[src/rtl/pawk_defines.svh]
`ifndef PAWK_DEFINES_SVH
`define PAWK_DEFINES_SVH

// register byte addresses
`define PAWK_ADDR_PORT_DATA   8'h00
`define PAWK_ADDR_DIRECTION   8'h04
`define PAWK_ADDR_ANALOG_SEL  8'h08
`define PAWK_ADDR_POWER_CTRL  8'h0C
`define PAWK_ADDR_IRQ_FLAGS   8'h10
`define PAWK_ADDR_IRQ_ENABLE  8'h14
`define PAWK_ADDR_PIN_FUNC    8'h18
`define PAWK_ADDR_WAKE_CTRL   8'h1C

// reset values
`define PAWK_RST_ANALOG_SEL   8'hFF
`define PAWK_RST_DIRECTION    8'hFF
`define PAWK_RST_PORT_LATCH   8'h00
`define PAWK_RST_POWER_CTRL   8'h00
`define PAWK_RST_PIN_FUNC     16'h0000

// power control fields
`define PAWK_POWER_CONTROL_SINK_BIT    5
`define PAWK_POWER_CONTROL_SBOR_BIT    4
`define PAWK_POWER_CONTROL_POR_BIT     1
`define PAWK_POWER_CONTROL_BOR_BIT     0

// interrupt flag fields
`define PAWK_IRQ_WAKE_BIT     0
`define PAWK_IRQ_CHANGE_BIT   1

// wake control fields
`define PAWK_WCTL_SLEEP_BIT   0
`define PAWK_WCTL_GIE_BIT     1

// interrupt vector address
`define PAWK_IRQ_VECTOR       13'h0004

`endif

[src/rtl/pawk_pkg.sv]
package pawk_pkg;

	// function selects per pin, two bits each
	typedef enum logic [1:0] {
		PAWK_FN_GPIO = 2'b00,
		PAWK_FN_ALT1 = 2'b01,
		PAWK_FN_ALT2 = 2'b10,
		PAWK_FN_ALT3 = 2'b11
	} pawk_func_type;

	typedef enum logic [1:0] {
		PAWK_PWR_RUN   = 2'b00,
		PAWK_PWR_SLEEP = 2'b01,
		PAWK_PWR_WAKE  = 2'b10
	} pawk_pwr_type;

endpackage

[src/rtl/pawk_pin_sync.sv]
`timescale 1ns/1ns

// three-stage synchroniser, change counted when stages two and three agree
module pawk_pin_sync #(
	parameter int WIDTH = 8
) (
	input  wire logic             clk_i,
	input  wire logic             rst_i,
	input  wire logic [WIDTH-1:0] async_i,
	output logic      [WIDTH-1:0] sync_o
);

	logic [WIDTH-1:0] s1_reg;
	logic [WIDTH-1:0] s2_reg;
	logic [WIDTH-1:0] s3_reg;

	always_ff @(posedge clk_i) begin
		if (rst_i) begin
			s1_reg <= '0;
			s2_reg <= '0;
			s3_reg <= '0;
			sync_o <= '0;
		end else begin
			s1_reg <= async_i;
			s2_reg <= s1_reg;
			s3_reg <= s2_reg;
			sync_o <= (s2_reg & s3_reg) | (sync_o & (s2_reg | s3_reg));
		end
	end

endmodule

[src/rtl/pawk_port_a.sv]
// The placing of the registers and the Wishbone interface to the registers were left to the implementer.
`timescale 1ns/1ns
`include "pawk_defines.svh"

module pawk_port_a #(
	parameter bit REDUCED_PINS = 1'b0
) (
	input  wire logic        clk_i,
	input  wire logic        rst_i,
	input  wire logic        wb_cyc_i,
	input  wire logic        wb_stb_i,
	input  wire logic        wb_we_i,
	input  wire logic [7:0]  wb_adr_i,
	input  wire logic [31:0] wb_dat_i,
	input  wire logic [3:0]  wb_sel_i,
	output logic      [31:0] wb_dat_o,
	output logic             wb_ack_o,
	input  wire logic [7:0]  pin_i,
	output logic      [7:0]  pin_o,
	output logic      [7:0]  pin_oe_o,
	output logic      [7:0]  pullup_en_o,
	output logic      [7:0]  analog_en_o,
	output logic             wake_sink_en_o,
	output logic             timer0_ext_clock_o,
	output logic             slave_select_o,
	output logic             adc_vref_neg_sel_o,
	output logic             adc_vref_pos_sel_o,
	output logic             comparator_ref_voltage_out_en_o,
	output logic             osc_pins_en_o,
	input  wire logic        comparator1_output_i,
	input  wire logic        comparator2_output_i,
	input  wire logic        clock_output_i,
	input  wire logic        clock_ext_in_sel_i,
	input  wire logic [7:0]  pullup_req_i,
	output logic             wake_event_o,
	output logic             vector_take_o,
	output logic [12:0]      vector_addr_o,
	output logic             irq_o
);

	// ---------------------------------------------------------------
	// state
	// ---------------------------------------------------------------
	localparam logic [7:0] ANS_MASK = REDUCED_PINS ? 8'h1F : 8'hFF;

	logic [7:0]  analog_select_low_reg;
	logic [7:0]  port_a_direction_reg;
	logic [7:0]  port_latch_reg;
	logic [7:0]  power_control_reg;
	logic [1:0]  irq_flag_reg;
	logic [1:0]  irq_enable_reg;
	logic [15:0] pin_func_reg;
	logic        global_irq_enable_reg;
	logic        sleep_req;
	pawk_pkg::pawk_pwr_type pwr_state_reg;
	logic [7:0]  pin_sync;
	logic [7:0]  pin_prev_reg;
	logic [7:0]  digital_in;
	logic        wb_hit;
	logic        wb_wr;
	logic        wb_rd;
	logic        wake_evt;
	logic        change_evt;
	logic [7:0]  wdat;
	logic [1:0]  irq_flag_next;

	pawk_pin_sync #(
		.WIDTH(8)
	) u_sync (
		.clk_i  (clk_i),
		.rst_i  (rst_i),
		.async_i(pin_i),
		.sync_o (pin_sync)
	);

	// digital input buffer gated by analog select
	assign digital_in = pin_sync & ~(analog_select_low_reg & ANS_MASK);

	// ---------------------------------------------------------------
	// wishbone slave
	// ---------------------------------------------------------------
	assign wb_hit = wb_cyc_i & wb_stb_i & ~wb_ack_o;
	assign wb_wr  = wb_hit & wb_we_i & wb_sel_i[0];
	assign wb_rd  = wb_hit & ~wb_we_i;
	assign wdat   = wb_dat_i[7:0];

	always_ff @(posedge clk_i) begin
		if (rst_i) begin
			wb_ack_o <= 1'b0;
			wb_dat_o <= 32'h0000_0000;
		end else begin
			wb_ack_o <= wb_hit;
			wb_dat_o <= 32'h0000_0000;
			if (wb_rd) begin
				case (wb_adr_i)
					`PAWK_ADDR_PORT_DATA: wb_dat_o[7:0] <= digital_in;
					`PAWK_ADDR_DIRECTION: wb_dat_o[7:0] <= port_a_direction_reg;
					`PAWK_ADDR_ANALOG_SEL: begin
						wb_dat_o[7:0] <= analog_select_low_reg & ANS_MASK;
					end
					`PAWK_ADDR_POWER_CTRL: wb_dat_o[7:0] <= power_control_reg;
					`PAWK_ADDR_IRQ_FLAGS: wb_dat_o[1:0] <= irq_flag_reg;
					`PAWK_ADDR_IRQ_ENABLE: wb_dat_o[1:0] <= irq_enable_reg;
					`PAWK_ADDR_PIN_FUNC: wb_dat_o[15:0] <= pin_func_reg;
					`PAWK_ADDR_WAKE_CTRL: begin
						wb_dat_o[`PAWK_WCTL_GIE_BIT] <= global_irq_enable_reg;
						wb_dat_o[`PAWK_WCTL_SLEEP_BIT] <=
							(pwr_state_reg == pawk_pkg::PAWK_PWR_SLEEP);
					end
					default: wb_dat_o <= 32'h0000_0000;
				endcase
			end
		end
	end

	// ---------------------------------------------------------------
	// configuration registers
	// ---------------------------------------------------------------
	always_ff @(posedge clk_i) begin
		if (rst_i) begin
			analog_select_low_reg <= `PAWK_RST_ANALOG_SEL;
		end else if (wb_wr && wb_adr_i == `PAWK_ADDR_ANALOG_SEL) begin
			analog_select_low_reg <= wdat & ANS_MASK;
		end
	end

	always_ff @(posedge clk_i) begin
		if (rst_i) begin
			port_a_direction_reg <= `PAWK_RST_DIRECTION;
		end else if (wb_wr && wb_adr_i == `PAWK_ADDR_DIRECTION) begin
			port_a_direction_reg <= wdat;
		end
	end

	// full write replaces latch; bit-set/clear style uses masked read
	always_ff @(posedge clk_i) begin
		if (rst_i) begin
			port_latch_reg <= `PAWK_RST_PORT_LATCH;
		end else if (wb_wr && wb_adr_i == `PAWK_ADDR_PORT_DATA) begin
			port_latch_reg <= wdat;
		end
	end

	always_ff @(posedge clk_i) begin
		if (rst_i) begin
			power_control_reg <= `PAWK_RST_POWER_CTRL;
		end else if (wb_wr && wb_adr_i == `PAWK_ADDR_POWER_CTRL) begin
			power_control_reg[`PAWK_POWER_CONTROL_SINK_BIT] <= wdat[`PAWK_POWER_CONTROL_SINK_BIT];
			power_control_reg[`PAWK_POWER_CONTROL_SBOR_BIT] <= wdat[`PAWK_POWER_CONTROL_SBOR_BIT];
			power_control_reg[`PAWK_POWER_CONTROL_POR_BIT]  <= wdat[`PAWK_POWER_CONTROL_POR_BIT];
			power_control_reg[`PAWK_POWER_CONTROL_BOR_BIT]  <= wdat[`PAWK_POWER_CONTROL_BOR_BIT];
		end
	end

	always_ff @(posedge clk_i) begin
		if (rst_i) begin
			pin_func_reg <= `PAWK_RST_PIN_FUNC;
		end else if (wb_wr && wb_adr_i == `PAWK_ADDR_PIN_FUNC) begin
			pin_func_reg[7:0] <= wdat;
			if (wb_sel_i[1]) begin
				pin_func_reg[15:8] <= wb_dat_i[15:8];
			end
		end
	end

	always_ff @(posedge clk_i) begin
		if (rst_i) begin
			irq_enable_reg <= 2'b00;
		end else if (wb_wr && wb_adr_i == `PAWK_ADDR_IRQ_ENABLE) begin
			irq_enable_reg <= wdat[1:0];
		end
	end

	always_ff @(posedge clk_i) begin
		if (rst_i) begin
			global_irq_enable_reg <= 1'b0;
		end else if (wb_wr && wb_adr_i == `PAWK_ADDR_WAKE_CTRL) begin
			global_irq_enable_reg <= wdat[`PAWK_WCTL_GIE_BIT];
		end
	end

	assign sleep_req = wb_wr && wb_adr_i == `PAWK_ADDR_WAKE_CTRL
		&& wdat[`PAWK_WCTL_SLEEP_BIT];

	// ---------------------------------------------------------------
	// wake detection and sticky flags
	// ---------------------------------------------------------------
	always_ff @(posedge clk_i) begin
		if (rst_i) begin
			pin_prev_reg <= 8'h00;
		end else begin
			pin_prev_reg <= pin_sync;
		end
	end

	// pin0 falling below input-low while sink enabled
	assign wake_evt = power_control_reg[`PAWK_POWER_CONTROL_SINK_BIT]
		& pin_prev_reg[0] & ~pin_sync[0];
	// change on digital pins other than pin0, analog ones excluded
	assign change_evt = |((pin_prev_reg ^ pin_sync)
		& ~(analog_select_low_reg & ANS_MASK) & ~8'h01);

	always_comb begin
		irq_flag_next = irq_flag_reg;
		if (wb_wr && wb_adr_i == `PAWK_ADDR_IRQ_FLAGS) begin
			irq_flag_next = irq_flag_reg & ~wdat[1:0];
		end
		if (wake_evt) begin
			irq_flag_next[`PAWK_IRQ_WAKE_BIT] = 1'b1;
		end
		if (change_evt) begin
			irq_flag_next[`PAWK_IRQ_CHANGE_BIT] = 1'b1;
		end
	end

	always_ff @(posedge clk_i) begin
		if (rst_i) begin
			irq_flag_reg <= 2'b00;
		end else begin
			irq_flag_reg <= irq_flag_next;
		end
	end

	always_ff @(posedge clk_i) begin
		if (rst_i) begin
			irq_o <= 1'b0;
		end else begin
			irq_o <= |(irq_flag_next & irq_enable_reg);
		end
	end

	// ---------------------------------------------------------------
	// sleep and wake handoff
	// ---------------------------------------------------------------
	always_ff @(posedge clk_i) begin
		if (rst_i) begin
			pwr_state_reg <= pawk_pkg::PAWK_PWR_RUN;
			wake_event_o  <= 1'b0;
			vector_take_o <= 1'b0;
			vector_addr_o <= 13'h0000;
		end else begin
			wake_event_o  <= 1'b0;
			vector_take_o <= 1'b0;
			case (pwr_state_reg)
				pawk_pkg::PAWK_PWR_RUN: begin
					if (sleep_req) begin
						pwr_state_reg <= pawk_pkg::PAWK_PWR_SLEEP;
					end
				end
				pawk_pkg::PAWK_PWR_SLEEP: begin
					if (|(irq_flag_reg & irq_enable_reg)) begin
						pwr_state_reg <= pawk_pkg::PAWK_PWR_WAKE;
					end
				end
				pawk_pkg::PAWK_PWR_WAKE: begin
					wake_event_o  <= 1'b1;
					vector_take_o <= global_irq_enable_reg;
					vector_addr_o <= `PAWK_IRQ_VECTOR;
					pwr_state_reg <= pawk_pkg::PAWK_PWR_RUN;
				end
				default: pwr_state_reg <= pawk_pkg::PAWK_PWR_RUN;
			endcase
		end
	end

	// ---------------------------------------------------------------
	// pin multiplexing
	// ---------------------------------------------------------------
	always_ff @(posedge clk_i) begin
		if (rst_i) begin
			pin_o       <= 8'h00;
			pin_oe_o    <= 8'h00;
			pullup_en_o <= 8'h00;
			analog_en_o <= `PAWK_RST_ANALOG_SEL & ANS_MASK;
		end else begin
			for (int i = 0; i < 8; i++) begin
				pin_o[i]       <= port_latch_reg[i];
				pin_oe_o[i]    <= ~port_a_direction_reg[i];
				pullup_en_o[i] <= pullup_req_i[i] & port_a_direction_reg[i]
					& ~(analog_select_low_reg[i] & ANS_MASK[i]);
				analog_en_o[i] <= analog_select_low_reg[i] & ANS_MASK[i];
			end
			pin_oe_o[3] <= 1'b0;
			if (pin_func_reg[9:8] == pawk_pkg::PAWK_FN_ALT2) begin
				pin_o[4]    <= comparator1_output_i;
				pin_oe_o[4] <= 1'b1;
			end
			if (pin_func_reg[11:10] == pawk_pkg::PAWK_FN_ALT3) begin
				pin_o[5]    <= comparator2_output_i;
				pin_oe_o[5] <= 1'b1;
			end
			if (pin_func_reg[13:12] == pawk_pkg::PAWK_FN_ALT2) begin
				pin_o[6]    <= clock_output_i;
				pin_oe_o[6] <= 1'b1;
			end else if (pin_func_reg[13:12] == pawk_pkg::PAWK_FN_ALT1) begin
				pin_oe_o[6] <= 1'b0;
			end
			if (pin_func_reg[15:14] != pawk_pkg::PAWK_FN_GPIO || clock_ext_in_sel_i) begin
				pin_oe_o[7] <= 1'b0;
			end
			if (pin_func_reg[5:4] == pawk_pkg::PAWK_FN_ALT3) begin
				pin_oe_o[2] <= 1'b0;
			end
		end
	end

	always_ff @(posedge clk_i) begin
		if (rst_i) begin
			wake_sink_en_o     <= 1'b0;
			timer0_ext_clock_o <= 1'b0;
			slave_select_o     <= 1'b1;
			adc_vref_neg_sel_o <= 1'b0;
			adc_vref_pos_sel_o <= 1'b0;
			comparator_ref_voltage_out_en_o     <= 1'b0;
			osc_pins_en_o      <= 1'b0;
		end else begin
			wake_sink_en_o     <= power_control_reg[`PAWK_POWER_CONTROL_SINK_BIT]
				&& pin_func_reg[1:0] != pawk_pkg::PAWK_FN_GPIO;
			timer0_ext_clock_o <= pin_func_reg[9:8] == pawk_pkg::PAWK_FN_ALT1
				&& pin_sync[4];
			slave_select_o     <= !(pin_func_reg[11:10] == pawk_pkg::PAWK_FN_ALT2)
				|| digital_in[5];
			adc_vref_neg_sel_o <= pin_func_reg[5:4] == pawk_pkg::PAWK_FN_ALT1;
			comparator_ref_voltage_out_en_o     <= pin_func_reg[5:4] == pawk_pkg::PAWK_FN_ALT2;
			adc_vref_pos_sel_o <= pin_func_reg[7:6] == pawk_pkg::PAWK_FN_ALT1;
			osc_pins_en_o      <= pin_func_reg[13:12] == pawk_pkg::PAWK_FN_ALT1;
		end
	end

endmodule

[config.mk]
export PLATFORM = sky130hd
export DESIGN_NAME = pawk_port_a
export DESIGN_NICKNAME = d
export VERILOG_FILES = /design/src/rtl/pawk_pkg.sv /design/src/rtl/pawk_pin_sync.sv /design/src/rtl/pawk_port_a.sv
export VERILOG_INCLUDE_DIRS = /design/src /design/src/rtl
export SDC_FILE = /design/constraint.sdc
export NUM_CORES = 1
export LEC_CHECK = 0
export BUFFER_PORTS_ARGS = -buffer_cell sky130_fd_sc_hd__buf_2
export CAP_MARGIN = 20
export CELL_PAD_IN_SITES_DETAIL_PLACEMENT = 1
export CELL_PAD_IN_SITES_GLOBAL_PLACEMENT = 1
export CORE_MARGIN = 3
export CORE_UTILIZATION = 29
export CTS_CLUSTER_DIAMETER = 50
export DETAILED_ROUTE_END_ITERATION = 6
export HOLD_SLACK_MARGIN = 0.05
export PLACE_DENSITY = 0.72
export SYNTH_ARGS = -nofsm -noshare
export SYNTH_HDL_FRONTEND = slang
export SYNTH_SLANG_ARGS = --single-unit
[constraint.sdc]
create_clock -name clk_i -period 3.1 [get_ports clk_i]
set_clock_uncertainty 0.15 [all_clocks]
set_input_delay 0.31 -clock clk_i [delete_from_list [all_inputs] [get_ports clk_i]]
set_output_delay 0.31 -clock clk_i [all_outputs]
set_load 0.02 [all_outputs]
# After elaboration in Yosys (flattened, before gate mapping)
# Index checks and enable logic that the tools add are counted.
word_totals:
  regBits: 167
  input_bits: 69
  out_inout_bits: 88
op_classes:
  n_eq_ne: 21
  n_mux: 16
  n_bitwise: 56
  n_reduce_logical: 28
ops:
  columns: ["op", "count"]
  rows:
  - ["$and 8x8->8", 4]
  - ["$eq 8x5->1 const B", 4]
  - ["$pmux 6 s5", 1]
  - ["$and 1x1->1", 23]
  - ["$not 1->1", 21]
  - ["$eq 8x4->1 const B", 2]
  - ["$or 8x8->8", 2]
  - ["$pmux 2 s8", 1]
  - ["$eq 2x2->1 const B", 7]
  - ["$reduce_or 2->1", 6]
  - ["$logic_and 1x1->1", 11]
  - ["$eq 2x1->1 const B", 5]
  - ["$mux 1", 10]
  - ["$eq 8x3->1 const B", 1]
  - ["$logic_not 8->1", 1]
  - ["$not 8->8", 1]
  - ["$xor 8x8->8", 1]
  - ["$reduce_or 7->1", 1]
  - ["$and 2x2->2", 3]
  - ["$mux 2", 3]
  - ["$pmux 2 s2", 1]
  - ["$reduce_and 2->1", 2]
  - ["$reduce_bool 2->1", 2]
  - ["$reduce_or 3->1", 1]
  - ["6 further kinds", 7]

# Logic depth before layout (Yosys ltp)
depth:
  ltp_word: 9
  ltp_mapped: 7
  mapped_depth_nobuf: 4

# Hierarchy
# A second synthesis with hierarchy kept.
unflattened:
  hier_cells: 552
  area_unflattened_um2: 5535.3
by_module_without_submodules:
  columns: ["mod", "n_inst", "cells_per_inst", "area_per_inst_um2", "seq_area_each_um2"]
  rows:
  - ["pawk_port_a", 1, 469, 4611.9, 2362.3]
  - ["pawk_pin_sync", 1, 83, 923.4, 640.6]

# Least setup slack after synthesis
# OpenSTA, ideal clock, no wires.
synth_timing:
  kind: "in2reg"
  start: "input wb_adr_i[1]"
  end: "register port_a_direction_reg[0]"
  arrival_time_ns: 1.980
  setup_slack_ns: 0.841
  cell_stages: 5
  n_path_buf: 1
  cell_sequence: "clkbuf_1 or4b_2 nor4_4 mux2i_1 nand2_1"
synth_via:
  elab_chain_cells: 2
synth_rtl:
  columns: ["item", "line_no", "rtl"]
  rows:
  - ["start: declaration", "pawk_port_a.sv:13", "input wire logic [7:0] wb_adr_i,"]
  - ["$eq 8x3->1", null, null]
  - ["$logic_and 1x1->1 (no source line)", null, null]
  - ["end signal: assignment", "pawk_port_a.sv:129", "port_a_direction_reg <= `PAWK_RST_DIRECTION;"]
  - ["end signal: assignment", "pawk_port_a.sv:131", "port_a_direction_reg <= wdat;"]
  - ["end: declaration", "pawk_port_a.sv:47", "logic [7:0] port_a_direction_reg;"]
# Every way passes these cells.
# A chain may end at the register's enable or synchronous reset.

# Final worst setup path
layout_timing:
  start: "input wb_cyc_i"
  end: "register irq_enable_reg[0]"
layout_via:
  elab_chain_cells: 5
layout_rtl:
  columns: ["item", "line_no", "rtl"]
  rows:
  - ["start: declaration", "pawk_port_a.sv:10", "input wire logic wb_cyc_i,"]
  - ["$and 1x1->1 (2 in series)", "pawk_port_a.sv:82", "assign wb_hit = wb_cyc_i & wb_stb_i & ~wb_ack_o;"]
  - ["$and 1x1->1 (2 in series)", "pawk_port_a.sv:83", "assign wb_wr = wb_hit & wb_we_i & wb_sel_i[0];"]
  - ["$logic_and 1x1->1 (no source line)", null, null]
  - ["end signal: assignment", "pawk_port_a.sv:170", "irq_enable_reg <= wdat[1:0];"]
  - ["end: declaration", "pawk_port_a.sv:51", "logic [1:0] irq_enable_reg;"]
# Every way passes these cells.

==> flow_summary.yaml <==
floorplanning:
  core-area_um2: 18400
  pin_count: 157
  die_area_um2: 20800
  start_util_pct: 30.2
  row_count: 49
  die_y_um: 144
  die_x_um: 144
route:
  drt_iter0_markers: 146
  vias_per_cell: 4.61
  ant_nets: 0
  drtPass1Iterations: 4
  wl_um: 15400
  avgRoutedWirePerCell_um: 16.4
  vias: 4335
  drc_errors: 0
global_route:
  grt_pass1_vias: 4321
  grt_max_degree: 70
  grt_first_pass_wirelength_um: 23400
  grt_antenna_before_repair: 0
  gr-total-overflow: 0
  grt_usage_pct: 14.8
synthesis:
  yosys.area.top_type: "dfxtp_1"
  synth-async-reset-ratio_pct: 0
  yosys_warnings: 0
  synth_area_leaders: "dfxtp_1, mux2i_1, nor2b_1, buf_4, nand2_1"
  ys_seq_area_share_pct: 54.1
  ys_ff_latch: 150
  netlist_area_um2: 5550
  ys_types: 58
  synth_top_flop_cell: "dfxtp_1"
  synth_edf_count: 0
  synthDominantCellAreaShare_pct: 54.1
  synth_cells: 551
  synth_area_per_cell_um2: 10.1
sta:
  min_period_ps: 2280
  grt_setup_unrepaired: "no"
  fmax_mhz: 439
  tightest_slew_ps: 720
  setup_slack_ps: 821
  setup_tns_ps: 0
  slew_headroom_pct: 52.0
  slew_viol_final: 0
  period_share_pct: 73.5
  timing_hold_violations_final: 0
  finalSetupViolCount: 0
pwr:
  p_leak_nw: 3.04
  power_density_nw_per_um2: 595
  vdd_drop_max_mv: 0.343
  total_power_w: 0.00431
min_path:
  hp-class: "input port to flip-flop"
worst_setup_path:
  crit_family: "simple AND/OR/NAND/NOR gates"
  cp_max_fo: 5
  cpPeakStageDelay_ps: 600
  critPathRequiredTime_ps: 3230
  crit_buf_inv: 3
  crit_slowest_cell: "nor4_1"
  cp-start-kind: "input port"
  reg2reg_slack_ps: 930
  end_kind: "flip-flop"
  arrival_ps: 2410
  worstSetupPathType: "input port to flip-flop"
  cp_cell_sequence: "dlygate4sd3_1 -> buf_2 -> nand3b_1 -> buf_4 -> nor4_1 -> mux2i_1 -> nor2_1"
cts:
  clock_path_buffers: 2
  cts_tree: "done"
  post_cts_resized: 0
  cts_max_level: 4
  cts_root_buf: "clkbuf_16"
  cts_num_sinks: 150
  clk_pin_slew_ps: 60
  numCtsBuffers: 17
  clk_latency_ps: 420
placed_design:
  dp_cells: 875
  post-place-ws_ps: 596
  hpwl_um: 10500
  port_buffers: 109
  gp_congestion: 0.817
final_layout:
  layout-drive-gt1-share_pct: 23.6
  antenna_cells: 0
  finalNetCount: 770
  layout.cells.non_filler: 941
  area_delta_synth_final_pct: 30.4
run:
  drv_cap: 0
outcome:
  status: "completed"
## worst reg2reg max path, cell delays in order (launching register included)
cell,delay (ps)
dfxtp_1,320
nand3b_1,360
buf_4,290
nor4_1,600
mux2i_1,270
nor2_1,50
## Yosys cell counts (all sizes together) (2+ instances only)
cell,instances
o22a,6
xor2,7
nor3b,3
and2,9
or4b,3
nand2,56
a21oi,23
a211oi,2
dfxtp,150
nor2b,41
nand2b,2
a31o,7
clkbuf,22
nand3b,3
a222oi,2
nor3,3
o211ai,8
inv,12
or4,3
a32oi,4
a21o,2
nand4,4
o21ai,12
a22oi,4
buf,34
mux2i,39
nor4bb,2
nor4,9
nor2,47
nand3,6
and3,3
nor4b,3
## per-stage QoR
stage	hold WS [ps]	instance area, um^2	util [%]
4_1_cts	85.9	7240	39.4
5_1_grt	111	7240	39.4
2_1_floorplan	252	5660	-
6_report	121	7240	39.4
3_5_place_dp	279	6270	34.1
3_3_place_gp	269	6270	34.1
## worst paths after layout
kind	cells after the start	end	start
worst max-delay path	7	irq_enable_reg[0]	wb_cyc_i
worst min-delay path	3	pin_func_reg[13]	wb_sel_i[1]
worst max register to register	5	irq_enable_reg[0]	wb_ack_o
worst min register to register	1	u_sync.s2_reg[5]	u_sync.s1_reg[5]
## area by class of cell
class / instances / area (um^2)
Clock buffer: 22 / 464
Inverter: 13 / 48.8
Clock inverter: 8 / 149
Multi-Input combinational cell: 360 / 2270
Fill cell: 2105 / 11200
Tap cell: 229 / 287
Timing Repair Buffer: 159 / 1020
Sequential cell: 150 / 3000
## placed cells by master (no fill, tap or decap), types with 4 or more instances in the layout
cell | Yosys | final
a31o_2 | 7 | 7
o211ai_1 | 8 | 8
bufinv_16 | 0 | 4
and2_1 | 9 | 9
nor2_1 | 47 | 47
clkbuf_16 | 0 | 17
nor4_4 | 4 | 4
inv_1 | 12 | 12
o21ai_0 | 12 | 12
conb_1 | 1 | 29
nor4_1 | 4 | 4
nand2_1 | 56 | 56
nor2b_1 | 41 | 41
a22oi_1 | 4 | 4
xor2_1 | 7 | 7
nand3_1 | 6 | 6
nand4_1 | 4 | 4
mux2i_1 | 39 | 39
o22a_1 | 6 | 6
a32oi_1 | 4 | 4
a21oi_1 | 23 | 23
dfxtp_1 | 150 | 150
buf_4 | 30 | 13
dlygate4sd3_1 | 0 | 36
buf_2 | 2 | 109
## routing by layer
metal | routed length, um | global-route usage [%]
met5 | 0 | 0
met4 | 153 | 4.07
met3 | 657 | 4.43
met2 | 7650 | 24.9
met1 | 6970 | 18.6
## timing repair
action	in CTS	in global routing
endpoints found under the hold margin	46	0
endpoints found under the setup margin	0	0
hold buffers	36	0
setup buffers	0	0
## logic make-up (layout without fill, tap and decap cells)
logic type	after synthesis	count (layout)	synth area share [%]
xor gates and xnor gates	7	7	1.10
AOI/OAI and AO/OA	80	80	9.96
muxes	40	40	7.43
adders and majority gates	1	1	0.180
DFF	150	150	54.1
and+or+nand+nor	203	203	20.2
other	1	29	0.0675
buffers and inverters	69	202	7.01
## power by group
group | internal (W) | switching [W]
clock | 0.00138 | 0.000766
combinational | 0.0000834 | 0.000131
sequential | 0.00194 | 0.00000639
Note: power is estimated with default switching activity, not from simulation.
